**src/sensor_readout_pkg.sv**
```systemverilog
// ==========================================
// Register map and field layout
package sensor_readout_pkg;
  // Register offsets
  localparam logic [7:0] ADDR_STATUS0 = 8'h00;
  localparam logic [7:0] ADDR_STATUS1 = 8'h01;
  localparam logic [7:0] ADDR_PROX = 8'h02;
  localparam logic [7:0] ADDR_LIGHT = 8'h04;
  localparam logic [7:0] LIGHT_BYTES = 8'h0f;
  localparam logic [7:0] ADDR_SET_FIRST = 8'h13;
  localparam logic [7:0] ADDR_SET_LAST = 8'h37;
  localparam logic [7:0] ADDR_CTRL_LIGHT = 8'h15;
  localparam logic [7:0] ADDR_CTRL_PULSE = 8'h16;
  localparam logic [7:0] ADDR_HIDDEN_A = 8'h19;
  localparam logic [7:0] ADDR_HIDDEN_B = 8'h2e;
  localparam logic [7:0] ADDR_HIDDEN_C = 8'h35;
  localparam logic [7:0] ADDR_WR_PTR = 8'h38;
  localparam logic [7:0] ADDR_RD_PTR = 8'h39;
  localparam logic [7:0] ADDR_OVF = 8'h3a;
  localparam logic [7:0] ADDR_DATA = 8'h3b;
  localparam logic [7:0] ADDR_TRIM_IR = 8'h42;
  localparam logic [7:0] ADDR_TRIM_RED = 8'h43;
  // Sizes
  localparam int SET_N = 37;
  localparam int LIGHT_CH = 5;
  localparam int DARK_CH = 4;
  localparam int CH_W = 24;
  localparam int SLOTS = 32;
  localparam int TRIM_FRAC = 7;
  localparam int LINK_W = 13;
  // Control bit positions
  localparam int EN_BIT = 0;
  localparam int PULSE_SEL_BIT = 1;
  localparam int DUAL_BIT = 2;
  localparam int RED_BIT = 3;
  localparam int SWRST_BIT = 7;
  localparam int POR_BIT = 7;
  // Status bit positions
  localparam int LIGHT_RDY_BIT = 0;
  localparam int PULSE_RDY_BIT = 4;
  localparam int PROX_RDY_BIT = 0;
  // Reset values
  localparam logic [7:0] RST_HIDDEN_A = 8'h02;
  localparam logic [7:0] RST_HIDDEN_B = 8'h09;
  localparam logic [7:0] RST_HIDDEN_C = 8'h00;
  localparam logic [7:0] RST_TRIM = 8'h80;
endpackage : sensor_readout_pkg
```
**src/optical_sensor_data_fifo_readout.sv**
```systemverilog
// ==========================================
// Staging buffer between front end and sample store
module sample_stage_fifo #(
  parameter int WIDTH = 24,
  parameter int DEPTH = 32
) (
  input wire logic sys_clk_in,
  input wire logic rst_n_in,
  input wire logic in_valid_in,
  output logic in_ready_out,
  input wire logic [WIDTH-1:0] in_data_in,
  output logic out_valid_out,
  input wire logic out_ready_in,
  output logic [WIDTH-1:0] out_data_out
);
  localparam int PW = $clog2(DEPTH);
  localparam int CW = $clog2(DEPTH + 1);
  // State of the buffer, ready kept as a flop
  typedef struct packed {
    logic [DEPTH-1:0][WIDTH-1:0] mem;
    logic [PW-1:0] wptr;
    logic [PW-1:0] rptr;
    logic [CW-1:0] count;
    logic rdy;
  } fifo_state_t;
  localparam fifo_state_t F_RST = fifo_state_t'({{($bits(fifo_state_t) - 1){1'b0}}, 1'b1});
  fifo_state_t q_ff; // Registered state
  fifo_state_t nxt_q; // Next state
  logic push; // Word accepted
  logic pop; // Word drained

  assign in_ready_out = q_ff.rdy;
  assign out_valid_out = (q_ff.count != '0);
  assign out_data_out = q_ff.mem[q_ff.rptr];

  // Next state of pointers and count
  always_comb begin
    nxt_q = q_ff;
    push = in_valid_in & q_ff.rdy;
    pop = (q_ff.count != '0) & out_ready_in;
    if (push) begin
      nxt_q.mem[q_ff.wptr] = in_data_in;
      nxt_q.wptr = (q_ff.wptr == PW'(DEPTH - 1)) ? '0 : q_ff.wptr + 1'b1;
    end
    if (pop) begin
      nxt_q.rptr = (q_ff.rptr == PW'(DEPTH - 1)) ? '0 : q_ff.rptr + 1'b1;
    end
    nxt_q.count = q_ff.count + CW'(push) - CW'(pop);
    nxt_q.rdy = (nxt_q.count != CW'(DEPTH));
  end

  // State register
  always_ff @(posedge sys_clk_in or negedge rst_n_in) begin
    if (!rst_n_in) begin
      q_ff <= F_RST;
    end else begin
      q_ff <= nxt_q;
    end
  end
endmodule : sample_stage_fifo

// ==========================================
// Sensor result registers and sample store
module optical_sensor_data_fifo_readout #(
  parameter logic [7:0] FACTORY_TRIM_IR = sensor_readout_pkg::RST_TRIM,
  parameter logic [7:0] FACTORY_TRIM_RED = sensor_readout_pkg::RST_TRIM,
  parameter int STAGE_DEPTH = 32
) (
  input wire logic sys_clk_in,
  input wire logic rst_n_in,
  input wire logic link_clk_in,
  input wire logic link_sel_in,
  input wire logic link_addr_in,
  input wire logic link_wr_in,
  input wire logic link_rd_in,
  input wire logic [7:0] link_wdata_in,
  output logic [7:0] rdata_out,
  output logic rdata_valid_out,
  input wire logic light_valid_in,
  input wire logic [119:0] light_raw_in,
  input wire logic prox_valid_in,
  input wire logic [15:0] prox_raw_in,
  input wire logic sample_valid_in,
  output logic sample_ready_out,
  input wire logic [23:0] sample_data_in,
  output logic light_conv_en_out,
  output logic prox_conv_en_out,
  output logic pulse_conv_en_out,
  output logic dual_mode_out,
  output logic standby_out
);
  localparam int CH_W = sensor_readout_pkg::CH_W;
  localparam int DK = sensor_readout_pkg::DARK_CH;
  localparam int SLOTS = sensor_readout_pkg::SLOTS;
  localparam int PTR_W = $clog2(SLOTS);
  localparam int LW = sensor_readout_pkg::LINK_W;
  // Control bytes within the settings block
  localparam int ADDR_L = int'(sensor_readout_pkg::ADDR_CTRL_LIGHT -
                               sensor_readout_pkg::ADDR_SET_FIRST);
  localparam int ADDR_P = int'(sensor_readout_pkg::ADDR_CTRL_PULSE -
                               sensor_readout_pkg::ADDR_SET_FIRST);

  // ==========================================
  // Whole state of the block
  typedef struct packed {
    logic [LW-1:0] sync1; // First synchroniser stage
    logic [LW-1:0] sync2; // Second synchroniser stage
    logic clk_prev; // Link clock history
    logic [7:0] ptr; // Internal address pointer
    logic [1:0] byte_idx; // Byte within a sample
    logic [7:0] rdata; // Read byte
    logic rvalid; // Read byte strobe
    logic [7:0] stat0; // Status byte 0
    logic [7:0] stat1; // Status byte 1
    logic [15:0] prox; // Proximity result
    logic [119:0] light; // Light channel results
    logic [sensor_readout_pkg::SET_N-1:0][7:0] set; // Settings bytes
    logic [7:0] trim_ir; // Infrared trim
    logic [7:0] trim_red; // Red trim
    logic [PTR_W-1:0] wp; // Sample write pointer
    logic [PTR_W-1:0] rp; // Sample read pointer
    logic [7:0] ovf; // Overflow counter
    logic pair_odd; // Red half of a pair due next
    logic [SLOTS-1:0][CH_W-1:0] ram; // Sample store
    logic light_en; // Light conversions on
    logic prox_en; // Proximity conversions on
    logic pulse_en; // Pulse conversions on
    logic dual; // Dual emitter mode
    logic standby; // Low power standby
  } state_t;

  // Power-on values of the state
  function automatic state_t init_state();
    state_t s;
    s = '0;
    s.set[sensor_readout_pkg::ADDR_HIDDEN_A - sensor_readout_pkg::ADDR_SET_FIRST] =
        sensor_readout_pkg::RST_HIDDEN_A;
    s.set[sensor_readout_pkg::ADDR_HIDDEN_B - sensor_readout_pkg::ADDR_SET_FIRST] =
        sensor_readout_pkg::RST_HIDDEN_B;
    s.set[sensor_readout_pkg::ADDR_HIDDEN_C - sensor_readout_pkg::ADDR_SET_FIRST] =
        sensor_readout_pkg::RST_HIDDEN_C;
    s.trim_ir = FACTORY_TRIM_IR;
    s.trim_red = FACTORY_TRIM_RED;
    s.standby = 1'b1;
    return s;
  endfunction : init_state

  localparam state_t ST_RESET = init_state();

  state_t q_ff; // Registered state
  state_t nxt_q; // Next state
  state_t rst_q; // Soft reset image
  logic srst; // Software or power-on reset command
  logic pulse_rdy_set; // Pulse flag set this cycle

  // ==========================================
  // Link decode from the synchronised pins
  logic link_clk_s; // Synchronised link clock
  logic sel_s; // Transaction in progress
  logic addr_s; // Address phase
  logic wr_s; // Write strobe
  logic rd_s; // Read strobe
  logic [7:0] wdata_s; // Write byte
  logic link_rise; // Link clock rising edge
  logic rd_ev; // Register read taken
  logic wr_ev; // Register write taken
  logic [7:0] ctrl_l; // Light control byte
  logic [7:0] ctrl_p; // Pulse control byte
  logic [PTR_W-1:0] unread; // Samples not yet read

  assign {link_clk_s, sel_s, addr_s, wr_s, rd_s, wdata_s} = q_ff.sync2;
  assign link_rise = link_clk_s & ~q_ff.clk_prev;
  assign rd_ev = link_rise & sel_s & ~addr_s & ~wr_s & rd_s;
  assign wr_ev = link_rise & sel_s & ~addr_s & wr_s;
  assign ctrl_l = q_ff.set[ADDR_L];
  assign ctrl_p = q_ff.set[ADDR_P];
  assign unread = q_ff.wp - q_ff.rp;

  // ==========================================
  // Front-end results
  logic [119:0] light_comp; // Dark-corrected channels
  logic [CH_W-1:0] dark; // Leakage count
  logic [23:0] prox_prod; // Trim product
  logic [16:0] prox_shift; // Product scaled back
  logic [15:0] prox_scaled; // Saturated proximity value
  logic [7:0] trim_sel; // Trim of the active emitter

  assign dark = light_raw_in[DK*CH_W +: CH_W];
  // Per channel dark subtraction, clamped at zero to stay unsigned
  for (genvar c = 0; c < DK; c++) begin : g_dark
    assign light_comp[c*CH_W +: CH_W] = (light_raw_in[c*CH_W +: CH_W] > dark) ?
        light_raw_in[c*CH_W +: CH_W] - dark : '0;
  end
  assign light_comp[DK*CH_W +: CH_W] = dark;
  assign trim_sel = ctrl_p[sensor_readout_pkg::RED_BIT] ? q_ff.trim_red : q_ff.trim_ir;
  assign prox_prod = 24'(prox_raw_in) * 24'(trim_sel);
  assign prox_shift = prox_prod[sensor_readout_pkg::TRIM_FRAC +: 17];
  assign prox_scaled = prox_shift[16] ? 16'hffff : prox_shift[15:0];

  // ==========================================
  // Staging buffer for pulse samples
  logic st_valid; // Sample waiting
  logic st_ready; // Store takes sample
  logic [23:0] st_data; // Waiting sample
  logic pop; // Sample leaves staging
  logic store_ok; // Sample goes into the store
  logic full; // Store holds 31 unread

  // Stall only while a 3-byte sample is half read, so it is never torn
  assign st_ready = ~(sel_s & (q_ff.byte_idx != 2'h0));
  assign pop = st_valid & st_ready;
  assign store_ok = pop & q_ff.pulse_en & ~sel_s;
  assign full = (PTR_W'(q_ff.wp + 1'b1) == q_ff.rp);

  sample_stage_fifo #(
    .WIDTH(24),
    .DEPTH(STAGE_DEPTH)
  ) u_stage (
    .sys_clk_in(sys_clk_in),
    .rst_n_in(rst_n_in),
    .in_valid_in(sample_valid_in),
    .in_ready_out(sample_ready_out),
    .in_data_in(sample_data_in),
    .out_valid_out(st_valid),
    .out_ready_in(st_ready),
    .out_data_out(st_data)
  );

  // Register read multiplexer over the current state
  function automatic logic [7:0] reg_read(input state_t s, input logic [7:0] a);
    logic [7:0] li;
    logic [7:0] si;
    li = a - sensor_readout_pkg::ADDR_LIGHT;
    si = a - sensor_readout_pkg::ADDR_SET_FIRST;
    reg_read = 8'h00;
    if (a == sensor_readout_pkg::ADDR_STATUS0) begin
      reg_read = s.stat0;
    end else if (a == sensor_readout_pkg::ADDR_STATUS1) begin
      reg_read = s.stat1;
    end else if (a == sensor_readout_pkg::ADDR_PROX) begin
      reg_read = s.prox[7:0];
    end else if (a == sensor_readout_pkg::ADDR_PROX + 8'h01) begin
      reg_read = s.prox[15:8];
    end else if (li < sensor_readout_pkg::LIGHT_BYTES) begin
      reg_read = s.light[int'(li)*8 +: 8];
    end else if (a >= sensor_readout_pkg::ADDR_SET_FIRST &&
                 a <= sensor_readout_pkg::ADDR_SET_LAST) begin
      reg_read = s.set[si];
    end else if (a == sensor_readout_pkg::ADDR_WR_PTR) begin
      reg_read = 8'(s.wp);
    end else if (a == sensor_readout_pkg::ADDR_RD_PTR) begin
      reg_read = 8'(s.rp);
    end else if (a == sensor_readout_pkg::ADDR_OVF) begin
      reg_read = s.ovf;
    end else if (a == sensor_readout_pkg::ADDR_DATA) begin
      reg_read = s.ram[s.rp][s.byte_idx*8 +: 8];
    end else if (a == sensor_readout_pkg::ADDR_TRIM_IR) begin
      reg_read = s.trim_ir;
    end else if (a == sensor_readout_pkg::ADDR_TRIM_RED) begin
      reg_read = s.trim_red;
    end
  endfunction : reg_read

  // ==========================================
  // Next state
  always_comb begin
    nxt_q = q_ff;
    rst_q = ST_RESET;
    srst = 1'b0;
    pulse_rdy_set = 1'b0;
    nxt_q.rvalid = 1'b0;
    nxt_q.sync1 = {link_clk_in, link_sel_in, link_addr_in, link_wr_in, link_rd_in,
                   link_wdata_in};
    nxt_q.sync2 = q_ff.sync1;
    nxt_q.clk_prev = link_clk_s;
    // Sample into the store, or dropped and counted
    if (pop && q_ff.pulse_en && sel_s) begin
      nxt_q.ovf = (q_ff.ovf == 8'hff) ? q_ff.ovf : q_ff.ovf + 8'h01;
    end else if (store_ok) begin
      nxt_q.ram[q_ff.wp] = st_data;
      nxt_q.wp = q_ff.wp + 1'b1;
      nxt_q.pair_odd = q_ff.dual & ~q_ff.pair_odd;
      pulse_rdy_set = ~q_ff.dual | q_ff.pair_odd;
      if (full) begin
        nxt_q.rp = q_ff.rp + 1'b1;
        nxt_q.ovf = (q_ff.ovf == 8'hff) ? q_ff.ovf : q_ff.ovf + 8'h01;
      end
    end
    // Address phase loads the pointer
    if (link_rise && sel_s && addr_s) begin
      nxt_q.ptr = wdata_s;
      nxt_q.byte_idx = 2'h0;
    end
    // Register write
    if (wr_ev) begin
      if (q_ff.ptr >= sensor_readout_pkg::ADDR_SET_FIRST &&
          q_ff.ptr <= sensor_readout_pkg::ADDR_SET_LAST) begin
        nxt_q.set[q_ff.ptr - sensor_readout_pkg::ADDR_SET_FIRST] = wdata_s;
      end
      if (q_ff.ptr == sensor_readout_pkg::ADDR_CTRL_LIGHT) begin
        srst = wdata_s[sensor_readout_pkg::SWRST_BIT];
      end
      if (q_ff.ptr == sensor_readout_pkg::ADDR_CTRL_PULSE) begin
        srst = wdata_s[sensor_readout_pkg::POR_BIT];
      end
      if (q_ff.ptr == sensor_readout_pkg::ADDR_WR_PTR) begin
        nxt_q.wp = wdata_s[PTR_W-1:0];
        nxt_q.pair_odd = 1'b0;
      end
      if (q_ff.ptr == sensor_readout_pkg::ADDR_RD_PTR) begin
        nxt_q.rp = wdata_s[PTR_W-1:0];
        nxt_q.byte_idx = 2'h0;
      end
      if (q_ff.ptr == sensor_readout_pkg::ADDR_OVF) begin
        nxt_q.ovf = wdata_s;
      end
      if (q_ff.ptr == sensor_readout_pkg::ADDR_TRIM_IR) begin
        nxt_q.trim_ir = wdata_s;
      end
      if (q_ff.ptr == sensor_readout_pkg::ADDR_TRIM_RED) begin
        nxt_q.trim_red = wdata_s;
      end
      if (q_ff.ptr != sensor_readout_pkg::ADDR_DATA) begin
        nxt_q.ptr = q_ff.ptr + 8'h01;
      end
    end
    // Register read and its side effects
    if (rd_ev) begin
      nxt_q.rdata = reg_read(q_ff, q_ff.ptr);
      nxt_q.rvalid = 1'b1;
      if (q_ff.ptr == sensor_readout_pkg::ADDR_STATUS0) begin
        nxt_q.stat0 = 8'h00;
      end
      if (q_ff.ptr == sensor_readout_pkg::ADDR_STATUS1) begin
        nxt_q.stat1 = 8'h00;
      end
      if (q_ff.ptr == sensor_readout_pkg::ADDR_DATA) begin
        // Data port steps through the store, not the map
        if (q_ff.byte_idx == 2'h2) begin
          nxt_q.byte_idx = 2'h0;
          if (unread != '0) begin
            nxt_q.rp = q_ff.rp + 1'b1;
          end
        end else begin
          nxt_q.byte_idx = q_ff.byte_idx + 2'h1;
        end
      end else begin
        nxt_q.ptr = q_ff.ptr + 8'h01;
      end
    end
    // Result updates, set after the read clear so the set wins
    if (light_valid_in && q_ff.light_en) begin
      nxt_q.light = light_comp;
      nxt_q.stat0[sensor_readout_pkg::LIGHT_RDY_BIT] = 1'b1;
    end
    if (prox_valid_in && q_ff.prox_en) begin
      nxt_q.prox = prox_scaled;
      nxt_q.stat1[sensor_readout_pkg::PROX_RDY_BIT] = 1'b1;
    end
    if (pulse_rdy_set) begin
      nxt_q.stat0[sensor_readout_pkg::PULSE_RDY_BIT] = 1'b1;
    end
    // Soft reset keeps only the link front end and the address pointer
    if (srst) begin
      rst_q.sync1 = nxt_q.sync1;
      rst_q.sync2 = nxt_q.sync2;
      rst_q.clk_prev = nxt_q.clk_prev;
      rst_q.ptr = nxt_q.ptr;
      nxt_q = rst_q;
    end
    // Mode outputs from the new control bytes
    nxt_q.pulse_en = nxt_q.set[ADDR_P][sensor_readout_pkg::EN_BIT] &
                     nxt_q.set[ADDR_P][sensor_readout_pkg::PULSE_SEL_BIT];
    nxt_q.prox_en = nxt_q.set[ADDR_P][sensor_readout_pkg::EN_BIT] &
                    ~nxt_q.set[ADDR_P][sensor_readout_pkg::PULSE_SEL_BIT];
    nxt_q.light_en = nxt_q.set[ADDR_L][sensor_readout_pkg::EN_BIT] & ~nxt_q.pulse_en;
    nxt_q.dual = nxt_q.set[ADDR_P][sensor_readout_pkg::DUAL_BIT];
    nxt_q.standby = ~(nxt_q.set[ADDR_L][sensor_readout_pkg::EN_BIT] |
                      nxt_q.set[ADDR_P][sensor_readout_pkg::EN_BIT]);
  end

  // State register
  always_ff @(posedge sys_clk_in or negedge rst_n_in) begin
    if (!rst_n_in) begin
      q_ff <= ST_RESET;
    end else begin
      q_ff <= nxt_q;
    end
  end

  assign rdata_out = q_ff.rdata;
  assign rdata_valid_out = q_ff.rvalid;
  assign light_conv_en_out = q_ff.light_en;
  assign prox_conv_en_out = q_ff.prox_en;
  assign pulse_conv_en_out = q_ff.pulse_en;
  assign dual_mode_out = q_ff.dual;
  assign standby_out = q_ff.standby;
endmodule : optical_sensor_data_fifo_readout

```
**config.mk**
```make
export PLATFORM = sky130hd
export DESIGN_NAME = optical_sensor_data_fifo_readout
export DESIGN_NICKNAME = d
export VERILOG_FILES = /design/src/sensor_readout_pkg.sv /design/src/optical_sensor_data_fifo_readout.sv
export SDC_FILE = /design/constraint.sdc
export NUM_CORES = 2
export LEC_CHECK = 0
export BUFFER_PORTS_ARGS = -buffer_cell sky130_fd_sc_hd__clkbuf_2
export CORE_ASPECT_RATIO = 0.9
export CORE_MARGIN = 2
export CORE_UTILIZATION = 40
export CTS_BUF_LIST = sky130_fd_sc_hd__clkbuf_4 sky130_fd_sc_hd__clkbuf_8
export CTS_CLUSTER_SIZE = 12
export DETAILED_ROUTE_END_ITERATION = 8
export GPL_TIMING_DRIVEN = 0
export PLACE_DENSITY = 0.65
export SLEW_MARGIN = 20
export SYNTH_ARGS = -nofsm -noshare
export SYNTH_HDL_FRONTEND = slang
export SYNTH_SLANG_ARGS = --single-unit
```
**constraint.sdc**
```tcl
create_clock -name sys_clk_in -period 7.2 [get_ports sys_clk_in]
set_clock_uncertainty 0.15 [all_clocks]
set_input_delay 1.44 -clock sys_clk_in [delete_from_list [all_inputs] [get_ports sys_clk_in]]
set_output_delay 1.44 -clock sys_clk_in [all_outputs]
set_load 0.005 [all_outputs]
```
* Yosys cells after proc, flatten, opt, wreduce, memory -nomap -nowiden
Index checks and enable logic that the tools add are counted.
Widths: inputs -> output; s select.
** Storage, ports and cells
- Bits in latches :: 0
- RAM bits :: 0
- Memories kept :: 0
- Bits of input ports :: 178
- Bits in read-only memories :: 0
- Register bits after elaboration :: 2087
- Output and inout port bits :: 15
** Cells by class
- Reductions and logical operators :: 39
- $lt $le $gt $ge :: 15
- Div/mod/pow operators :: 0
- Mux-type cells :: 73
- Eq/ne operators :: 19
- Bitwise gates (word level) :: 27
- Add/sub/neg operators :: 16
- Multiply operators :: 1
- Shifts and indexed selects :: 2
** Operators with widths (number)
- $bwmux 768 :: 2
- $mux 1267 :: 1
- $mux 787 :: 1
- $mux 769 :: 1
- $mux 331 :: 1
- $bwmux 296 :: 1
- $mux 296 :: 1
- $bmux 24 s5 :: 2
- $demux 24 s5 :: 2
- $mux 24 :: 8
- $mux 8 :: 24
- $mux 120 :: 1
- $shiftx 120x12->8 :: 1
- $gt 24x24->1 :: 4
- $sub 24x24->24 :: 4
- $bmux 8 s6 :: 1
- $demux 8 s6 :: 1
- $mux 5 :: 8
- $mux 35 :: 1
- $eq 8x6->1 const B :: 4
- $mux 10 :: 3
- $lt 5x6->1 const B :: 4
- $mul 16x8->24 :: 1
- $shiftx 24x6->8 :: 1
- other kinds (40) :: 114

* Longest topological paths before layout
- Depth in word-level cells :: 19
- Gate-level depth with buffers :: 22
- Mapped depth without buffers :: 19

* By module
Synthesis repeated with hierarchy kept, for this count alone.
** Unflattened totals
- Cells, all modules :: 9601
- Area, all modules :: 105498.7 um^2
** Modules (own cells, without submodules)
- optical_sensor_data_fifo_readout :: cells an instance 7173, sequential area each 32238.4 um^2, area an instance 69431.6 um^2, times used 1
- sample_stage_fifo :: cells an instance 2428, sequential area each 19645.1 um^2, area an instance 36067.1 um^2, times used 1

* Least setup slack after synthesis
OpenSTA, ideal clock, no wires.
- Kind :: input to register
- Start point :: in prox_raw_in[11]
- End point :: reg q_ff[1231] (netlist bit)
- Arrival :: 5.662 ns
- Path slack :: 1.322 ns
- Stages :: 17
- Buffers on the path :: 1
- Path through :: nor2b_1 -> fa_1 -> fa_1 -> fa_1 -> inv_1 -> fa_1 -> inv_1 -> ha_1 -> and4_1 -> a21o_1 -> o21ai_0 -> nand3_1 -> a21oi_1 -> a21oi_1 -> mux2i_1 -> buf_2 -> o221a_2
** Between the ends
- Cells in the longest elaborated chain, start to end :: 4
** RTL lines
- start, declared :: RTL line optical_sensor_data_fifo_readout.sv:82 : input wire logic [15:0] prox_raw_in,
- $mul 16x8->24 :: RTL line optical_sensor_data_fifo_readout.sv:196 : assign prox_prod = 24'(prox_raw_in) * 24'(trim_sel);
- $mux 16 :: RTL line optical_sensor_data_fifo_readout.sv:198 : assign prox_scaled = prox_shift[16] ? 16'hffff : prox_shift[15:0];
- $mux 17 :: RTL line optical_sensor_data_fifo_readout.sv:356 : if (prox_valid_in && q_ff.prox_en) begin
- $mux 1267 :: RTL line optical_sensor_data_fifo_readout.sv:364 : if (srst) begin
- end signal, assigned :: RTL line optical_sensor_data_fifo_readout.sv:387 : q_ff <= nxt_q;
- end, declared :: RTL line optical_sensor_data_fifo_readout.sv:150 : state_t q_ff;
Every way passes these cells. The select of a mux whose other input is x is not followed.
A chain may end at the register's enable or synchronous reset.

* Final worst setup path
- Start point :: reg q_ff[1268] (netlist bit)
- End point :: reg q_ff (netlist bit rdata_out[4])
** Between the ends
- Cells in the longest elaborated chain, start to end :: 15
** RTL lines
- parallel branches: the longest is 15 deep, another holds $sub 8x5->8
Parallel ways; which one is timed is not known. The select of a mux whose other input is x is not followed.

==> flow_metrics.tcl <==
set metrics [dict create \
    drive_above_1_share_pct 25.9 \
    pin_count 193 \
    r2r_slack_ns 0.16 \
    synth_ff_type "dfrtp_1" \
    setup_violations 0 \
    dr.pass1.iters 6 \
    p_int_mw 24.3 \
    p_per_area_nw_per_um2 318 \
    synthTopCellsByArea "dfrtp_1 51%, mux4_2 12%, mux2_2 8.8%" \
    vdd_drop_max_v 0.000251 \
    final.setup.tns_ns 0 \
    rows 175 \
    async_reset_ff_share_pct 100 \
    globalplace.congestion 0.981 \
    cts.path.max_buffers 4 \
    pre_cts_slack_ns -0.358 \
    seqPwrFrac_pct 39.2 \
    critPathLaunchType "flop" \
    cts-htree-levels 5 \
    ys_types 93 \
    dp_hpwl_um 247000 \
    critical_path_class "reg2reg" \
    dieWidth_um 536 \
    worstSkewPairLatency_ns 1.08 \
    p_switching_mw 12.4 \
    synth_common_cells "2,066 x dfrtp_1, 1,075 x nand2_1, 796 x mux2_2, 546 x mux4_2, 509 x o21ai_0" \
    clk_pin_slew_ns 0.06 \
    crit_required_ns 7.94 \
    die_h_um 483 \
    syn-instance-count 8399 \
    max_slew.worst_pin.slew_ns 1.27 \
    cts_inserted_buffers 355 \
    path_max_fanout 10 \
    grt_use_met2_pct 38.8 \
    grt_max_degree 99 \
    cpMaxStageDelayCell "buf_1" \
    swShare_pct 33.8 \
    slew_headroom_pct 15.2 \
    fmax_mhz 142 \
    status "completed" \
    yosysMostFrequentCell "dfrtp_1" \
    power_frac_clock_pct 31.3 \
    endpoint_kind "flop" \
    clock-sinks 2073 \
    hp-class "reg2reg" \
    finalMaxSlewViolations 0 \
    critical-path-max-stage-delay_ns 0.79 \
    area_growth_pct 13.3 \
    avgSynthCellArea_um2 12.1 \
    finalCritPeriodShare_pct 97.8 \
    grt_busiest_layer "met2" \
    coreArea_um2 253000 \
    ys_seq_area_share_pct 50.9 \
    fin_nets 9410 \
    yosysTopAreaCell "dfrtp_1" \
    syn_nets 8835 \
    antenna_left 0 \
    antenna_found_initial 14 \
    die-area_um2 259000 \
    synth_edf_count 0 \
    synth_top_area_share_pct 50.7 \
    vias 75541 \
    drc 0 \
    synth_area_um2 102000 \
    grt_pass1_wl_um 505000 \
    ys_warn_count 0 \
    worst_slack_ns 0.156 \
    hold_violations 0 \
    grt_use_met1_pct 36.4 \
    combPwrFrac_pct 29.5 \
    finalWirelength_um 339000 \
    gr-total-overflow 0 \
    routedWlPerCell_um 26.9 \
    period_minus_slack_ns 7.04 \
    grt_pass1_vias 76178 \
    port_buffers 192 \
    drtIter0Drc 8589 \
    p_leak_nw 51.2 \
    initial_core_util_pct 40.3 \
    use_met3_pct 6.73 \
    cts_tree "yes" \
    grt.total_usage_pct 26.0 \
    synth-seq-cells 2073 \
    cts_root_buffer "clkbuf_8" \
    viasPerCell 6.00 \
    crit_chain "buf_2 -> buf_1 -> clkdlybuf4s15_2 -> inv_1 -> ha_1 -> clkbuf_1 -> buf_2 -> clkbuf_2 -> clkdlybuf4s15_2 -> mux2i_1 -> o22ai_1 -> nor2_1 -> a31oi_1 -> o21ai_1 -> a21oi_1" \
    maxCapViolCount 0 \
    cp.arrival_ns 7.79 \
]
layout make-up:
cell class / instances / area, um2
fill: 22814 / 137000
sequential: 2073 / 51900
multi-input combinational: 5421 / 46400
clock buffer: 547 / 7000
tap: 3363 / 4210
buffer: 657 / 2770
timing repair buffer: 218 / 1650
inverter: 248 / 935
clock inverter: 62 / 566
antenna: 8 / 20.0
worst max-delay path: cells and delay by family, from the launching register on:
kind	cells	cell delay [ns]
buffers and inverters	8	4.22
adders and majority gates	1	0.39
DFF	1	0.45
muxes	1	0.51
and+or+nand+nor	1	0.33
AOI/OAI and AO/OA	4	0.77
cell families (layout without fill, tap and decap cells):
kind of cell,count (synthesis),count (layout),share of synthesized area (%)
xor gates and xnor gates,100,100,0.874
muxes,1430,1430,21.7
other,0,8,0
and+or+nand+nor,1757,1757,7.69
DFF,2073,2073,50.9
buffers and inverters,905,1732,3.60
adders and majority gates,258,258,3.82
AOI/OAI and AO/OA,1876,1876,11.4
path summary, 6_finish.rpt:
kind                                      to       start  depth (start not counted)
hold / removal                    q_ff[1278]  q_ff[1291]                          0
max in group asynchronous           q_ff[75]    rst_n_in                          7
setup reg to reg                rdata_out[4]  q_ff[1268]                         15
min in group asynchronous  u_stage.q_ff[528]    rst_n_in                          1
hold reg to reg                   q_ff[1278]  q_ff[1291]                          0
setup / recovery                rdata_out[4]  q_ff[1268]                         15
flip-flops by register name (all words and copies together), names as in the netlist, 8 cells and up:
name          count
ctrl_l            8
ctrl_p            8
q_ff           1257
rdata_out         8
u_stage.q_ff    784
timing repair:
item,CTS,global route
setup endpoints to repair,2,18
resized for setup,4,10
hold buffers,0,0
setup buffers,0,0
cloned,0,0
power groups by stage:
stage / Sequential, mW / Clock (mW) / Combinational [mW]
floorplan: 14.2 / 0 / 7.11
global placement: 14.5 / 0 / 10.4
detailed placement: 14.6 / 0 / 10.7
CTS: 14.3 / 11.6 / 10.7
global route: 14.6 / 12.1 / 11.5
finish: 14.4 / 11.5 / 10.8
placed cells by master (no fill, tap or decap), types with 39 or more instances in the layout:
master / count
dfrtp_1: 2066
nand2_1: 1075
mux2_2: 796
mux4_2: 546
o21ai_0: 509
clkbuf_1: 489
o21ai_1: 474
clkbuf_8: 464
a22o_1: 247
inv_1: 243
clkbuf_2: 205
a21oi_1: 193
nor2_1: 189
ha_1: 170
nor2b_1: 130
buf_2: 99
fa_1: 88
clkbuf_4: 84
o22ai_1: 81
mux2i_1: 80
nand3_1: 68
xnor2_1: 60
a21o_1: 51
nor3_1: 47
nand2b_1: 39
clkinv_2: 39
layer usage:
layer | wire, um | vias to the layer above
met5 | 197 | -
met4 | 13600 | 16
met3 | 32500 | 767
met2 | 150000 | 3806
met1 | 143000 | 39309
li1 | - | 31643
per-stage QoR:
step           power [mW]  instance area, um2  utilization (%)  hold slack [ns]  std cells
4_1_cts              36.6              115000             45.6            0.135      12589
6_report             36.7              115000             45.6            0.120      12597
3_3_place_gp         24.9              107000             42.3            0.190      11954
2_1_floorplan        21.3              102000                -            0.181       8399
5_1_grt              38.2              115000             45.6            0.140      12592
3_5_place_dp         25.2              108000             42.6            0.188      11980
Note: power is estimated with default switching activity, not from simulation.
